`src/common/rmp_regs.vh`:
```
`ifndef RMP_REGS_VH
`define RMP_REGS_VH

// ==========================================================
// Register offsets (byte addresses)
`define RMP_OFF_CFG_EDIT 8'h00
`define RMP_OFF_CONFIRM 8'h04
`define RMP_OFF_CFG_ACT 8'h08
`define RMP_OFF_CTRL 8'h0c
`define RMP_OFF_STATUS 8'h10
`define RMP_OFF_UNIT 8'h14
`define RMP_OFF_TX_DATA 8'h18
`define RMP_OFF_TX_END 8'h1c

// ==========================================================
// Configuration fields (CFG_EDIT and CFG_ACT)
`define RMP_F_IFACE 0
`define RMP_F_ADDR 5:1
`define RMP_F_BAUD 6
`define RMP_F_PTERM 7
`define RMP_F_STERM 8
`define RMP_CFG_W 9
// Serial CR+LF, parallel LF+EOI, 9600, address 1, parallel bus
`define RMP_CFG_RST 9'h102
`define RMP_ADDR_MAX 5'h1e

// ==========================================================
// Other fields
`define RMP_F_ECHO 0
`define RMP_F_CONFIRM 0
`define RMP_F_ST_REMOTE 0
`define RMP_F_ST_BUSY 1
`define RMP_F_ST_RESP 2
`define RMP_F_ST_AREJ 3
`define RMP_F_ST_CERR 4
`define RMP_F_ST_UNITS 15:8

// ==========================================================
// Message buffer and header dictionary
`define RMP_BUF_DEPTH 64
`define RMP_LEN_W 7
`define RMP_DICT_N 4
`define RMP_DICT_STR "HEADER   FREQUENCYBEEPER   KEY      "
// Long and short lengths, four bits each, entry 0 in the top nibbles
`define RMP_DICT_LONG 16'h6963
`define RMP_DICT_SHORT 16'h4443

// ==========================================================
// Characters
`define RMP_CH_LF 8'h0a
`define RMP_CH_CR 8'h0d
`define RMP_CH_SP 8'h20
`define RMP_CH_STAR 8'h2a
`define RMP_CH_COLON 8'h3a
`define RMP_CH_SEMI 8'h3b
`define RMP_CH_QM 8'h3f

`endif

```
`src/logic/rmp_parser.v`:
```
// Our own choices: the placing of the registers and the APB interface to the registers.
`include "rmp_regs.vh"

module rmp_parser (
  // APB slave
  input wire pclk,
  input wire presetn,
  input wire psel,
  input wire penable,
  input wire pwrite,
  input wire [7:0] paddr,
  input wire [31:0] pwdata,
  output reg [31:0] prdata,
  output wire pready,
  output reg pslverr,
  // Parallel bus receive
  input wire [7:0] par_rx_data,
  input wire par_rx_valid,
  input wire par_rx_eoi,
  // Serial link receive
  input wire [7:0] ser_rx_data,
  input wire ser_rx_valid,
  output wire rx_ready,
  // Response transmit
  output reg [7:0] tx_data,
  output reg tx_valid,
  output reg tx_eoi,
  input wire tx_ready,
  // Front panel
  input wire confirm_key,
  input wire local_key,
  input wire panel_key,
  output wire panel_key_accept,
  output reg remote_indicator,
  // Active configuration
  output wire parallel_bus_select,
  output wire serial_link_select,
  output wire [4:0] bus_address,
  output wire baud_19200,
  output wire header_echo,
  // Parsed message units
  output reg unit_strobe,
  output reg unit_query,
  output reg unit_common,
  output reg [2:0] unit_words,
  output reg [1:0] unit_word_id,
  output reg unit_has_data,
  output reg [5:0] unit_data_pos,
  output reg msg_done
);

  localparam S_RX = 1'b0;
  localparam S_PARSE = 1'b1;
  localparam P_UNIT = 3'd0;
  localparam P_WSTART = 3'd1;
  localparam P_WORD = 3'd2;
  localparam P_QRY = 3'd3;
  localparam P_DATA = 3'd4;
  localparam P_SKIP = 3'd5;

  function [7:0] upc;
    input [7:0] c;
    begin
      upc = (c >= 8'h61 && c <= 8'h7a) ? (c - 8'h20) : c;
    end
  endfunction

  // ========================================================
  // Configuration
  reg [`RMP_CFG_W-1:0] cfg_edit;
  reg [`RMP_CFG_W-1:0] cfg_act;
  reg echo;
  reg addr_rej;
  reg cmd_err;
  reg err_evt;
  reg resp_ok;
  reg tx_lf_next;

  wire wr_fire;
  wire acc = psel & penable;
  wire tx_reg = (paddr == `RMP_OFF_TX_DATA) | (paddr == `RMP_OFF_TX_END);
  wire tx_busy = tx_valid | tx_lf_next;
  // Stalling the bus is the only back-pressure; no reply queue is kept
  assign pready = ~(pwrite & tx_reg & tx_busy);
  assign wr_fire = acc & pwrite & pready;

  wire iface = cfg_act[`RMP_F_IFACE];
  assign parallel_bus_select = ~iface;
  assign serial_link_select = iface;
  assign bus_address = cfg_act[`RMP_F_ADDR];
  assign baud_19200 = cfg_act[`RMP_F_BAUD];
  assign header_echo = echo;

  wire confirm = confirm_key | (wr_fire & (paddr == `RMP_OFF_CONFIRM) &
                 pwdata[`RMP_F_CONFIRM]);
  wire bad_addr = ~cfg_edit[`RMP_F_IFACE] &
                  (cfg_edit[`RMP_F_ADDR] > `RMP_ADDR_MAX);

  always @(posedge pclk or negedge presetn) begin
    if (!presetn) begin
      cfg_edit <= `RMP_CFG_RST;
      cfg_act <= `RMP_CFG_RST;
      echo <= 1'b0;
      addr_rej <= 1'b0;
      cmd_err <= 1'b0;
    end else begin
      if (wr_fire && paddr == `RMP_OFF_CFG_EDIT) begin
        cfg_edit <= pwdata[`RMP_CFG_W-1:0];
      end
      if (wr_fire && paddr == `RMP_OFF_CTRL) begin
        echo <= pwdata[`RMP_F_ECHO];
      end
      if (wr_fire && paddr == `RMP_OFF_STATUS) begin
        if (pwdata[`RMP_F_ST_AREJ]) begin
          addr_rej <= 1'b0;
        end
        if (pwdata[`RMP_F_ST_CERR]) begin
          cmd_err <= 1'b0;
        end
      end
      // Edits sit unused until confirmed
      if (confirm) begin
        if (bad_addr) begin
          addr_rej <= 1'b1;
        end else begin
          cfg_act <= cfg_edit;
        end
      end
      if (err_evt) begin
        cmd_err <= 1'b1;
      end
    end
  end

  // ========================================================
  // Receive and buffer
  reg st;
  reg [7:0] buf_mem [0:`RMP_BUF_DEPTH-1];
  reg [`RMP_LEN_W-1:0] mlen;
  reg [`RMP_LEN_W-1:0] idx;
  reg last_cr;
  reg swallow_lf;
  reg ovf;

  assign rx_ready = (st == S_RX);
  wire [7:0] sel_data = iface ? ser_rx_data : par_rx_data;
  wire sel_valid = iface ? ser_rx_valid : par_rx_valid;
  wire eoi = par_rx_eoi & ~iface;
  wire is_lf = (sel_data == `RMP_CH_LF);
  wire is_cr = (sel_data == `RMP_CH_CR);
  wire rx_take = (st == S_RX) & sel_valid;
  wire room = (mlen < `RMP_BUF_DEPTH);
  // CR, CR+LF serial; LF, EOI, LF+EOI, CR+LF parallel
  wire term_now = rx_take & (iface ? is_cr : (is_lf | eoi));
  wire store_now = rx_take & room &
                   ~(iface ? (is_cr | (is_lf & swallow_lf)) : is_lf);
  wire [`RMP_LEN_W-1:0] mlen_inc = mlen + {{(`RMP_LEN_W-1){1'b0}}, 1'b1};

  always @(posedge pclk) begin
    if (store_now) begin
      buf_mem[mlen[5:0]] <= sel_data;
    end
  end

  // Upper panel keys pass only in the local state
  assign panel_key_accept = panel_key & ~remote_indicator;

  always @(posedge pclk or negedge presetn) begin
    if (!presetn) begin
      remote_indicator <= 1'b0;
    end else if (rx_take) begin
      remote_indicator <= 1'b1;
    end else if (local_key) begin
      remote_indicator <= 1'b0;
    end
  end

  // ========================================================
  // Parser
  reg [2:0] ph;
  reg [3:0] wlen;
  reg [2:0] nwords;
  reg [7:0] units;
  reg common;
  reg query;
  reg has_data;
  reg [5:0] data_pos;
  reg [1:0] word_id;
  reg [`RMP_DICT_N-1:0] match;
  wire [`RMP_DICT_N-1:0] fin_ok;

  wire parse = (st == S_PARSE);
  wire eom = (idx == mlen);
  wire [7:0] ch = eom ? `RMP_CH_SEMI : upc(buf_mem[idx[5:0]]);
  wire alpha = (ch >= 8'h41) & (ch <= 8'h5a);
  wire alnum = alpha | ((ch >= 8'h30) & (ch <= 8'h39));
  wire start_w = parse & alpha & ((ph == P_UNIT) | (ph == P_WSTART));
  wire cont_w = parse & alnum & (ph == P_WORD);
  wire word_ok = common | (|fin_ok);
  // A new word compares from its first letter, not the old word's length
  wire [3:0] wpos = (start_w | (wlen > 4'd8)) ? 4'd0 : wlen;

  genvar g;
  generate
    for (g = 0; g < `RMP_DICT_N; g = g + 1) begin : dict
      localparam [287:0] STR = `RMP_DICT_STR;
      localparam [15:0] LL = `RMP_DICT_LONG;
      localparam [15:0] SL = `RMP_DICT_SHORT;
      wire [3:0] long_len = LL[15-4*g -: 4];
      wire [3:0] short_len = SL[15-4*g -: 4];
      wire [7:0] exp_ch = STR[(287-72*g) - 8*wpos -: 8];
      wire [3:0] pos = start_w ? 4'd0 : wlen;
      // Any length between short and long form is an error
      assign fin_ok[g] = match[g] &
                         ((wlen == long_len) | (wlen == short_len));
      always @(posedge pclk or negedge presetn) begin
        if (!presetn) begin
          match[g] <= 1'b0;
        end else if (start_w || cont_w) begin
          match[g] <= (start_w | match[g]) & (pos < long_len) &
                      (ch == exp_ch);
        end
      end
    end
  endgenerate

  wire [1:0] next_id = fin_ok[0] ? 2'd0 : fin_ok[1] ? 2'd1 :
                       fin_ok[2] ? 2'd2 : 2'd3;

  always @(posedge pclk or negedge presetn) begin
    if (!presetn) begin
      st <= S_RX;
      mlen <= {`RMP_LEN_W{1'b0}};
      idx <= {`RMP_LEN_W{1'b0}};
      last_cr <= 1'b0;
      swallow_lf <= 1'b0;
      ovf <= 1'b0;
      ph <= P_UNIT;
      wlen <= 4'h0;
      nwords <= 3'h0;
      units <= 8'h00;
      common <= 1'b0;
      query <= 1'b0;
      has_data <= 1'b0;
      data_pos <= 6'h00;
      word_id <= 2'h0;
      err_evt <= 1'b0;
      unit_strobe <= 1'b0;
      unit_query <= 1'b0;
      unit_common <= 1'b0;
      unit_words <= 3'h0;
      unit_word_id <= 2'h0;
      unit_has_data <= 1'b0;
      unit_data_pos <= 6'h00;
      msg_done <= 1'b0;
    end else begin
      err_evt <= 1'b0;
      unit_strobe <= 1'b0;
      msg_done <= 1'b0;
      case (st)
        S_RX: begin
          if (rx_take) begin
            swallow_lf <= iface & is_cr;
            if (store_now) begin
              mlen <= mlen_inc;
              last_cr <= is_cr;
            end else if (!room && !term_now) begin
              ovf <= 1'b1;
            end
            // Nothing is parsed before the terminator
            if (term_now) begin
              st <= S_PARSE;
              idx <= {`RMP_LEN_W{1'b0}};
              ph <= P_UNIT;
              units <= 8'h00;
              common <= 1'b0;
              query <= 1'b0;
              has_data <= 1'b0;
              nwords <= 3'h0;
              if (!iface && is_lf && last_cr) begin
                mlen <= mlen - {{(`RMP_LEN_W-1){1'b0}}, 1'b1};
              end
              if (ovf) begin
                ph <= P_SKIP;
                err_evt <= 1'b1;
              end
            end
          end
        end
        S_PARSE: begin
          if (!eom) begin
            idx <= idx + {{(`RMP_LEN_W-1){1'b0}}, 1'b1};
          end
          if (start_w) begin
            wlen <= 4'h1;
            ph <= P_WORD;
          end
          case (ph)
            P_UNIT: begin
              if (ch == `RMP_CH_COLON) begin
                ph <= P_WSTART;
              end else if (ch == `RMP_CH_STAR) begin
                common <= 1'b1;
                ph <= P_WSTART;
              end else if (!alpha) begin
                // An empty message or unit has no header
                if (!(eom && units != 8'h00)) begin
                  err_evt <= 1'b1;
                end
                ph <= P_SKIP;
              end
            end
            P_WSTART: begin
              if (!alpha) begin
                err_evt <= 1'b1;
                ph <= P_SKIP;
              end
            end
            P_WORD: begin
              if (alnum) begin
                wlen <= (wlen == 4'hf) ? wlen : wlen + 4'h1;
              end else if (!word_ok) begin
                err_evt <= 1'b1;
                ph <= P_SKIP;
              end else begin
                word_id <= next_id;
                if (ch == `RMP_CH_COLON && !common) begin
                  nwords <= nwords + 3'h1;
                  ph <= P_WSTART;
                end else if (ch == `RMP_CH_QM) begin
                  query <= 1'b1;
                  ph <= P_QRY;
                end else if (ch == `RMP_CH_SP) begin
                  has_data <= 1'b1;
                  data_pos <= idx[5:0] + 6'h01;
                  ph <= P_DATA;
                end else if (ch != `RMP_CH_SEMI) begin
                  err_evt <= 1'b1;
                  ph <= P_SKIP;
                end
              end
            end
            P_QRY: begin
              if (ch == `RMP_CH_SP) begin
                has_data <= 1'b1;
                data_pos <= idx[5:0] + 6'h01;
                ph <= P_DATA;
              end else if (ch != `RMP_CH_SEMI) begin
                err_evt <= 1'b1;
                ph <= P_SKIP;
              end
            end
            P_DATA: begin
            end
            P_SKIP: begin
            end
            default: begin
              ph <= P_SKIP;
            end
          endcase
          // End of a unit that parsed cleanly
          if (ch == `RMP_CH_SEMI && ph != P_SKIP && ph != P_UNIT &&
              ph != P_WSTART && (ph != P_WORD || word_ok)) begin
            unit_strobe <= 1'b1;
            unit_query <= query | (ph == P_WORD && 1'b0);
            unit_common <= common;
            unit_words <= nwords + 3'h1;
            unit_word_id <= (ph == P_WORD) ? next_id : word_id;
            unit_has_data <= has_data;
            unit_data_pos <= data_pos;
            units <= units + 8'h01;
            ph <= P_UNIT;
            common <= 1'b0;
            query <= 1'b0;
            has_data <= 1'b0;
            nwords <= 3'h0;
          end
          // A skipped tail runs out to the terminator only
          if (eom) begin
            st <= S_RX;
            mlen <= {`RMP_LEN_W{1'b0}};
            last_cr <= 1'b0;
            ovf <= 1'b0;
            msg_done <= 1'b1;
          end
        end
        default: begin
          st <= S_RX;
        end
      endcase
    end
  end

  // ========================================================
  // Response transmit
  wire tx_wr = wr_fire & tx_reg;
  wire pterm_crlf = cfg_act[`RMP_F_PTERM];
  wire sterm_crlf = cfg_act[`RMP_F_STERM];

  always @(posedge pclk or negedge presetn) begin
    if (!presetn) begin
      tx_data <= 8'h00;
      tx_valid <= 1'b0;
      tx_eoi <= 1'b0;
      tx_lf_next <= 1'b0;
      resp_ok <= 1'b0;
    end else begin
      if (tx_valid && tx_ready) begin
        if (tx_lf_next) begin
          tx_data <= `RMP_CH_LF;
          tx_eoi <= ~iface;
          tx_lf_next <= 1'b0;
        end else begin
          tx_valid <= 1'b0;
          tx_eoi <= 1'b0;
        end
      end
      if (tx_wr && resp_ok) begin
        tx_valid <= 1'b1;
        if (paddr == `RMP_OFF_TX_DATA) begin
          tx_data <= upc(pwdata[7:0]);
        end else begin
          resp_ok <= 1'b0;
          if (iface) begin
            tx_data <= `RMP_CH_CR;
            tx_lf_next <= sterm_crlf;
          end else begin
            tx_data <= pterm_crlf ? `RMP_CH_CR : `RMP_CH_LF;
            tx_eoi <= ~pterm_crlf;
            tx_lf_next <= pterm_crlf;
          end
        end
      end
      // Only a query unit that parsed cleanly opens a reply
      if (unit_strobe && unit_query) begin
        resp_ok <= 1'b1;
      end
    end
  end

  // ========================================================
  // APB read and error answer
  wire known = (paddr[7:5] == 3'h0) & (paddr[1:0] == 2'h0);

  always @(posedge pclk or negedge presetn) begin
    if (!presetn) begin
      prdata <= 32'h00000000;
      pslverr <= 1'b0;
    end else begin
      pslverr <= psel & ~penable & (~known | (pwrite & tx_reg & ~resp_ok));
      prdata <= 32'h00000000;
      if (psel && !penable && !pwrite) begin
        case (paddr)
          `RMP_OFF_CFG_EDIT: prdata[`RMP_CFG_W-1:0] <= cfg_edit;
          `RMP_OFF_CFG_ACT: prdata[`RMP_CFG_W-1:0] <= cfg_act;
          `RMP_OFF_CTRL: prdata[`RMP_F_ECHO] <= echo;
          `RMP_OFF_STATUS: begin
            prdata[`RMP_F_ST_REMOTE] <= remote_indicator;
            prdata[`RMP_F_ST_BUSY] <= parse;
            prdata[`RMP_F_ST_RESP] <= resp_ok;
            prdata[`RMP_F_ST_AREJ] <= addr_rej;
            prdata[`RMP_F_ST_CERR] <= cmd_err;
            prdata[`RMP_F_ST_UNITS] <= units;
          end
          `RMP_OFF_UNIT: begin
            prdata[13:0] <= {unit_data_pos, unit_has_data, unit_words,
                             unit_common, unit_query, unit_word_id};
          end
          default: prdata <= 32'h00000000;
        endcase
      end
    end
  end

endmodule

```
`config.mk`:
```
export PLATFORM = sky130hd
export DESIGN_NAME = rmp_parser
export DESIGN_NICKNAME = d
export VERILOG_FILES = /design/src/logic/rmp_parser.v
export VERILOG_INCLUDE_DIRS = /design/src /design/src/common
export SDC_FILE = /design/constraint.sdc
export NUM_CORES = 1
export LEC_CHECK = 0
export BUFFER_PORTS_ARGS = -buffer_cell sky130_fd_sc_hd__buf_2
export CAP_MARGIN = 5
export CORE_ASPECT_RATIO = 0.5
export CORE_UTILIZATION = 60
export DETAILED_ROUTE_END_ITERATION = 10
export PLACE_DENSITY = 0.78
export SYNTH_ARGS = -nofsm -noshare
export SYNTH_HDL_FRONTEND = slang
export SYNTH_SLANG_ARGS = --single-unit
```
`constraint.sdc`:
```
create_clock -name pclk -period 6.7 [get_ports pclk]
set_input_delay 1.34 -clock pclk [delete_from_list [all_inputs] [get_ports pclk]]
set_output_delay 1.34 -clock pclk [all_outputs]
set_load 0.01 [all_outputs]
```
==> flow_metrics.py <==
metrics = {
    "outcome": {
        "status": "finished clean",
    },
    "layout": {
        "stdcell_count": 2796,
        "layout_common_cells": "edfxtp_1 (512), nor2_1 (161), nand2_1 (137)",
        "area_growth_pct": 11.24,
        "final_nets": 2211,
        "drive_gt1_frac": 0.2123,
        "final_common_cell": "edfxtp_1",
    },
    "grt": {
        "use_met2": 0.4792,
        "grt_usage": 0.3053,
        "grt_max_degree": 81,
        "grt_pass1_wl_um": 110700,
        "grt_use_met3": 0.07143,
        "globalRouteOverflowTotal": 0,
        "grt_pass1_vias": 17790,
        "antenna_found_initial": 1,
        "top_usage_layer": "met2",
        "met1_usage": 0.4279,
    },
    "logic_synthesis": {
        "yosys.area.top_type": "edfxtp_1",
        "synth-edff-count": 512,
        "seq_area_frac_synth": 0.6422,
        "avgSynthCellArea_um2": 14.45,
        "yosys_warnings": 0,
        "synth_flop_cell": "edfxtp_1",
        "synth-seq-cells": 631,
        "ys_async_sr_fraction": 0.1886,
        "synth_cell_types": 91,
        "synth_top_area_share": 0.5378,
        "synth_area_leaders": "edfxtp_1 (54%), dfrtp_1 (10%), mux4_2 (7.8%), mux2i_1 (3.2%), mux2_2 (2.2%)",
        "syn_area_um2": 28590,
        "synth_cells": 1978,
    },
    "floorplan": {
        "start_util": 0.6089,
        "die_h_um": 156.3,
        "die_area_um2": 48570,
        "core.rowCount": 56,
        "core_um2": 46950,
        "ios": 140,
        "dieWidth_um": 310.7,
    },
    "clock_network": {
        "hold_buffers": 0,
        "clkTransAtPathRegs_ns": 0.07,
        "cts_tree": "built",
        "cts_max_level": 2,
        "clock_latency_ns": 0.60,
        "root_buffer": "clkbuf_16",
        "clock_path_buffers": 3,
        "cts_num_sinks": 631,
        "cts_buffers": 53,
    },
    "power": {
        "powerDensity_nw_per_um2": 385.3,
        "power_frac_comb": 0.375,
        "netSwitchingFraction": 0.3600,
        "power_w": 0.01225,
        "switchingPower_w": 0.004411,
        "p_leak_nw": 11.46,
        "power_frac_seq": 0.373,
        "peakVddDrop_mv": 0.2403,
        "p_int_w": 0.007841,
        "clock_power_share": 0.252,
    },
    "worst_setup_path": {
        "crit_required_ns": 7.19,
        "startpoint_type": "register",
        "cp-end-kind": "register",
        "path_class": "reg2reg",
        "path_max_fanout": 18,
        "arrival_ns": 7.03,
    },
    "sta": {
        "final-max-slew-violation-count": 0,
        "fin_ws_ns": 0.1685,
        "fin_skew_ns": 0.02589,
        "min_period_ns": 6.532,
        "max_freq_ghz": 0.1531,
        "finalHoldViolations": 0,
        "worstMarginPinSlew_ns": 1.188,
        "timing.final.crit_share": 0.9749,
        "holdWs_ns": 0.4292,
        "fin_tns_setup_ns": 0,
        "setup_viol": 0,
        "relSlewSlack": 0.2005,
    },
    "job": {
        "drv_cap": 0,
    },
    "place": {
        "dp_cells": 2682,
        "dp_hpwl_um": 47440,
        "gp_congestion": 0.9409,
        "pre_cts_ws_ns": 0.07519,
        "io_buffers": 100,
    },
    "detailed_routing": {
        "first_iter_violations": 2608,
        "dr.pass1.iters": 8,
        "vias": 18580,
        "wire_per_inst_um": 26.76,
        "drc": 0,
        "drtAntennaViolNets": 0,
        "drt-vias-per-instance": 6.646,
        "totalWireLength_um": 74830,
    },
    "hold_path": {
        "hp-class": "reg2reg",
    },
}
critical path, cell delays in order, from the launching register on:
cell	delay, ns
dfrtp_2	0.69
buf_4	0.43
mux4_2	0.43
a221o_1	0.39
a21oi_1	0.43
a21oi_1	0.19
a2111oi_1	0.71
buf_4	0.23
and4_1	0.32
nor4_4	0.09
nor2_1	0.16
inv_1	0.14
ha_2	0.24
nor2_1	0.19
nor3_1	0.10
a41oi_1	0.25
a21boi_4	0.37
a311oi_1	0.09
a31o_2	0.23
o22ai_1	0.25
xnor2_1	0.16
nand2_1	0.08
o31ai_1	0.23
timing repair:
action / 4_1_cts / 5_1_grt
buffers inserted: 0 / 17
endpoints found under the hold margin: 0 / 0
setup endpoints to repair: 0 / 4
gates resized for setup: 0 / 9
through the flow:
stage / instance area (um^2) / utilization
after floorplan: 28640 / -
after CTS: 31600 / 0.6731
final: 31800 / 0.6774
after global routing: 31800 / 0.6773
after global placement: 29910 / 0.6371
after detailed placement: 29910 / 0.6371
cell families (layout without fill, tap and decap cells):
kind of cell,after synthesis,after routing,synth area share
AO/OA/AOI/OAI,370,370,0.08898
flip-flops,631,631,0.6422
multiplexers,248,248,0.1327
AND/OR/NAND/NOR,487,487,0.08019
adder cells (fa/ha/maj),27,27,0.01182
other,1,17,0.0001312
XOR/XNOR,45,45,0.01444
buffers and inverters,169,333,0.02959
power by group through the flow:
stage                     Clock (W)  Combinational, W  Sequential [W]
after global routing        0.00323           0.00482         0.00458
after CTS                   0.00309           0.00423         0.00463
final                       0.00309           0.00459         0.00457
after floorplan                   0           0.00309         0.00447
after detailed placement          0           0.00418         0.00471
after global placement            0           0.00410         0.00470
flip-flops by register name, summed over array words and instances, names as in the netlist, 2 cells and up:
name,flops
mlen,7
nwords,3
cfg_edit,9
tx_data,8
match,4
units,8
cfg_act,9
wlen,4
idx,7
buf_mem,512
data_pos,6
unit_words,3
ph,3
word_id,2
unit_data_pos,6
unit_word_id,2
prdata,16
cell usage after synthesis (26+ instances only):
cell type / instances
edfxtp_1: 512
nor2_1: 161
nand2_1: 137
dfrtp_1: 115
mux4_2: 99
mux2i_1: 92
a21oi_1: 84
o21ai_0: 61
clkbuf_1: 59
mux2_2: 55
nand3_1: 46
a22oi_1: 44
inv_1: 36
buf_4: 34
ha_1: 27
nor3_1: 26
xnor2_1: 26
layout make-up:
cell class	instances	area (um^2)
Tap cell	638	798.3
Multi-Input combinational cell	1193	9475
Timing Repair Buffer	197	1318
Clock inverter	32	319.1
Fill cell	3094	15150
Inverter	40	152.6
Clock buffer	64	1368
Antenna cell	1	2.502
Sequential cell	631	18370
final timing paths:
kind,from,endpoint,slack [ns],cells after the start
min in group asynchronous,presetn,mlen[1]$_DFFE_PN0P_,0.73,1
max,idx[2]$_DFFE_PN0P_,match[1]$_DFFE_PN0P_,0.17,22
max reg2reg,idx[2]$_DFFE_PN0P_,match[1]$_DFFE_PN0P_,0.17,22
min reg2reg,err_evt$_DFF_PN0_,cmd_err$_DFFE_PN0P_,0.43,1
min,err_evt$_DFF_PN0_,cmd_err$_DFFE_PN0P_,0.43,1
max in group asynchronous,presetn,idx[0]$_DFFE_PN0P_,4.49,2
routing by layer:
metal  share of wire  wire (um)  vias to the layer above
li1                -          -                     7943
met1            0.39      29280                     9233
met5               0          0                        -
met4           0.034       2520                        0
met3            0.11       8581                      191
met2            0.46      34450                     1215
(Power assumes the default switching activity.)
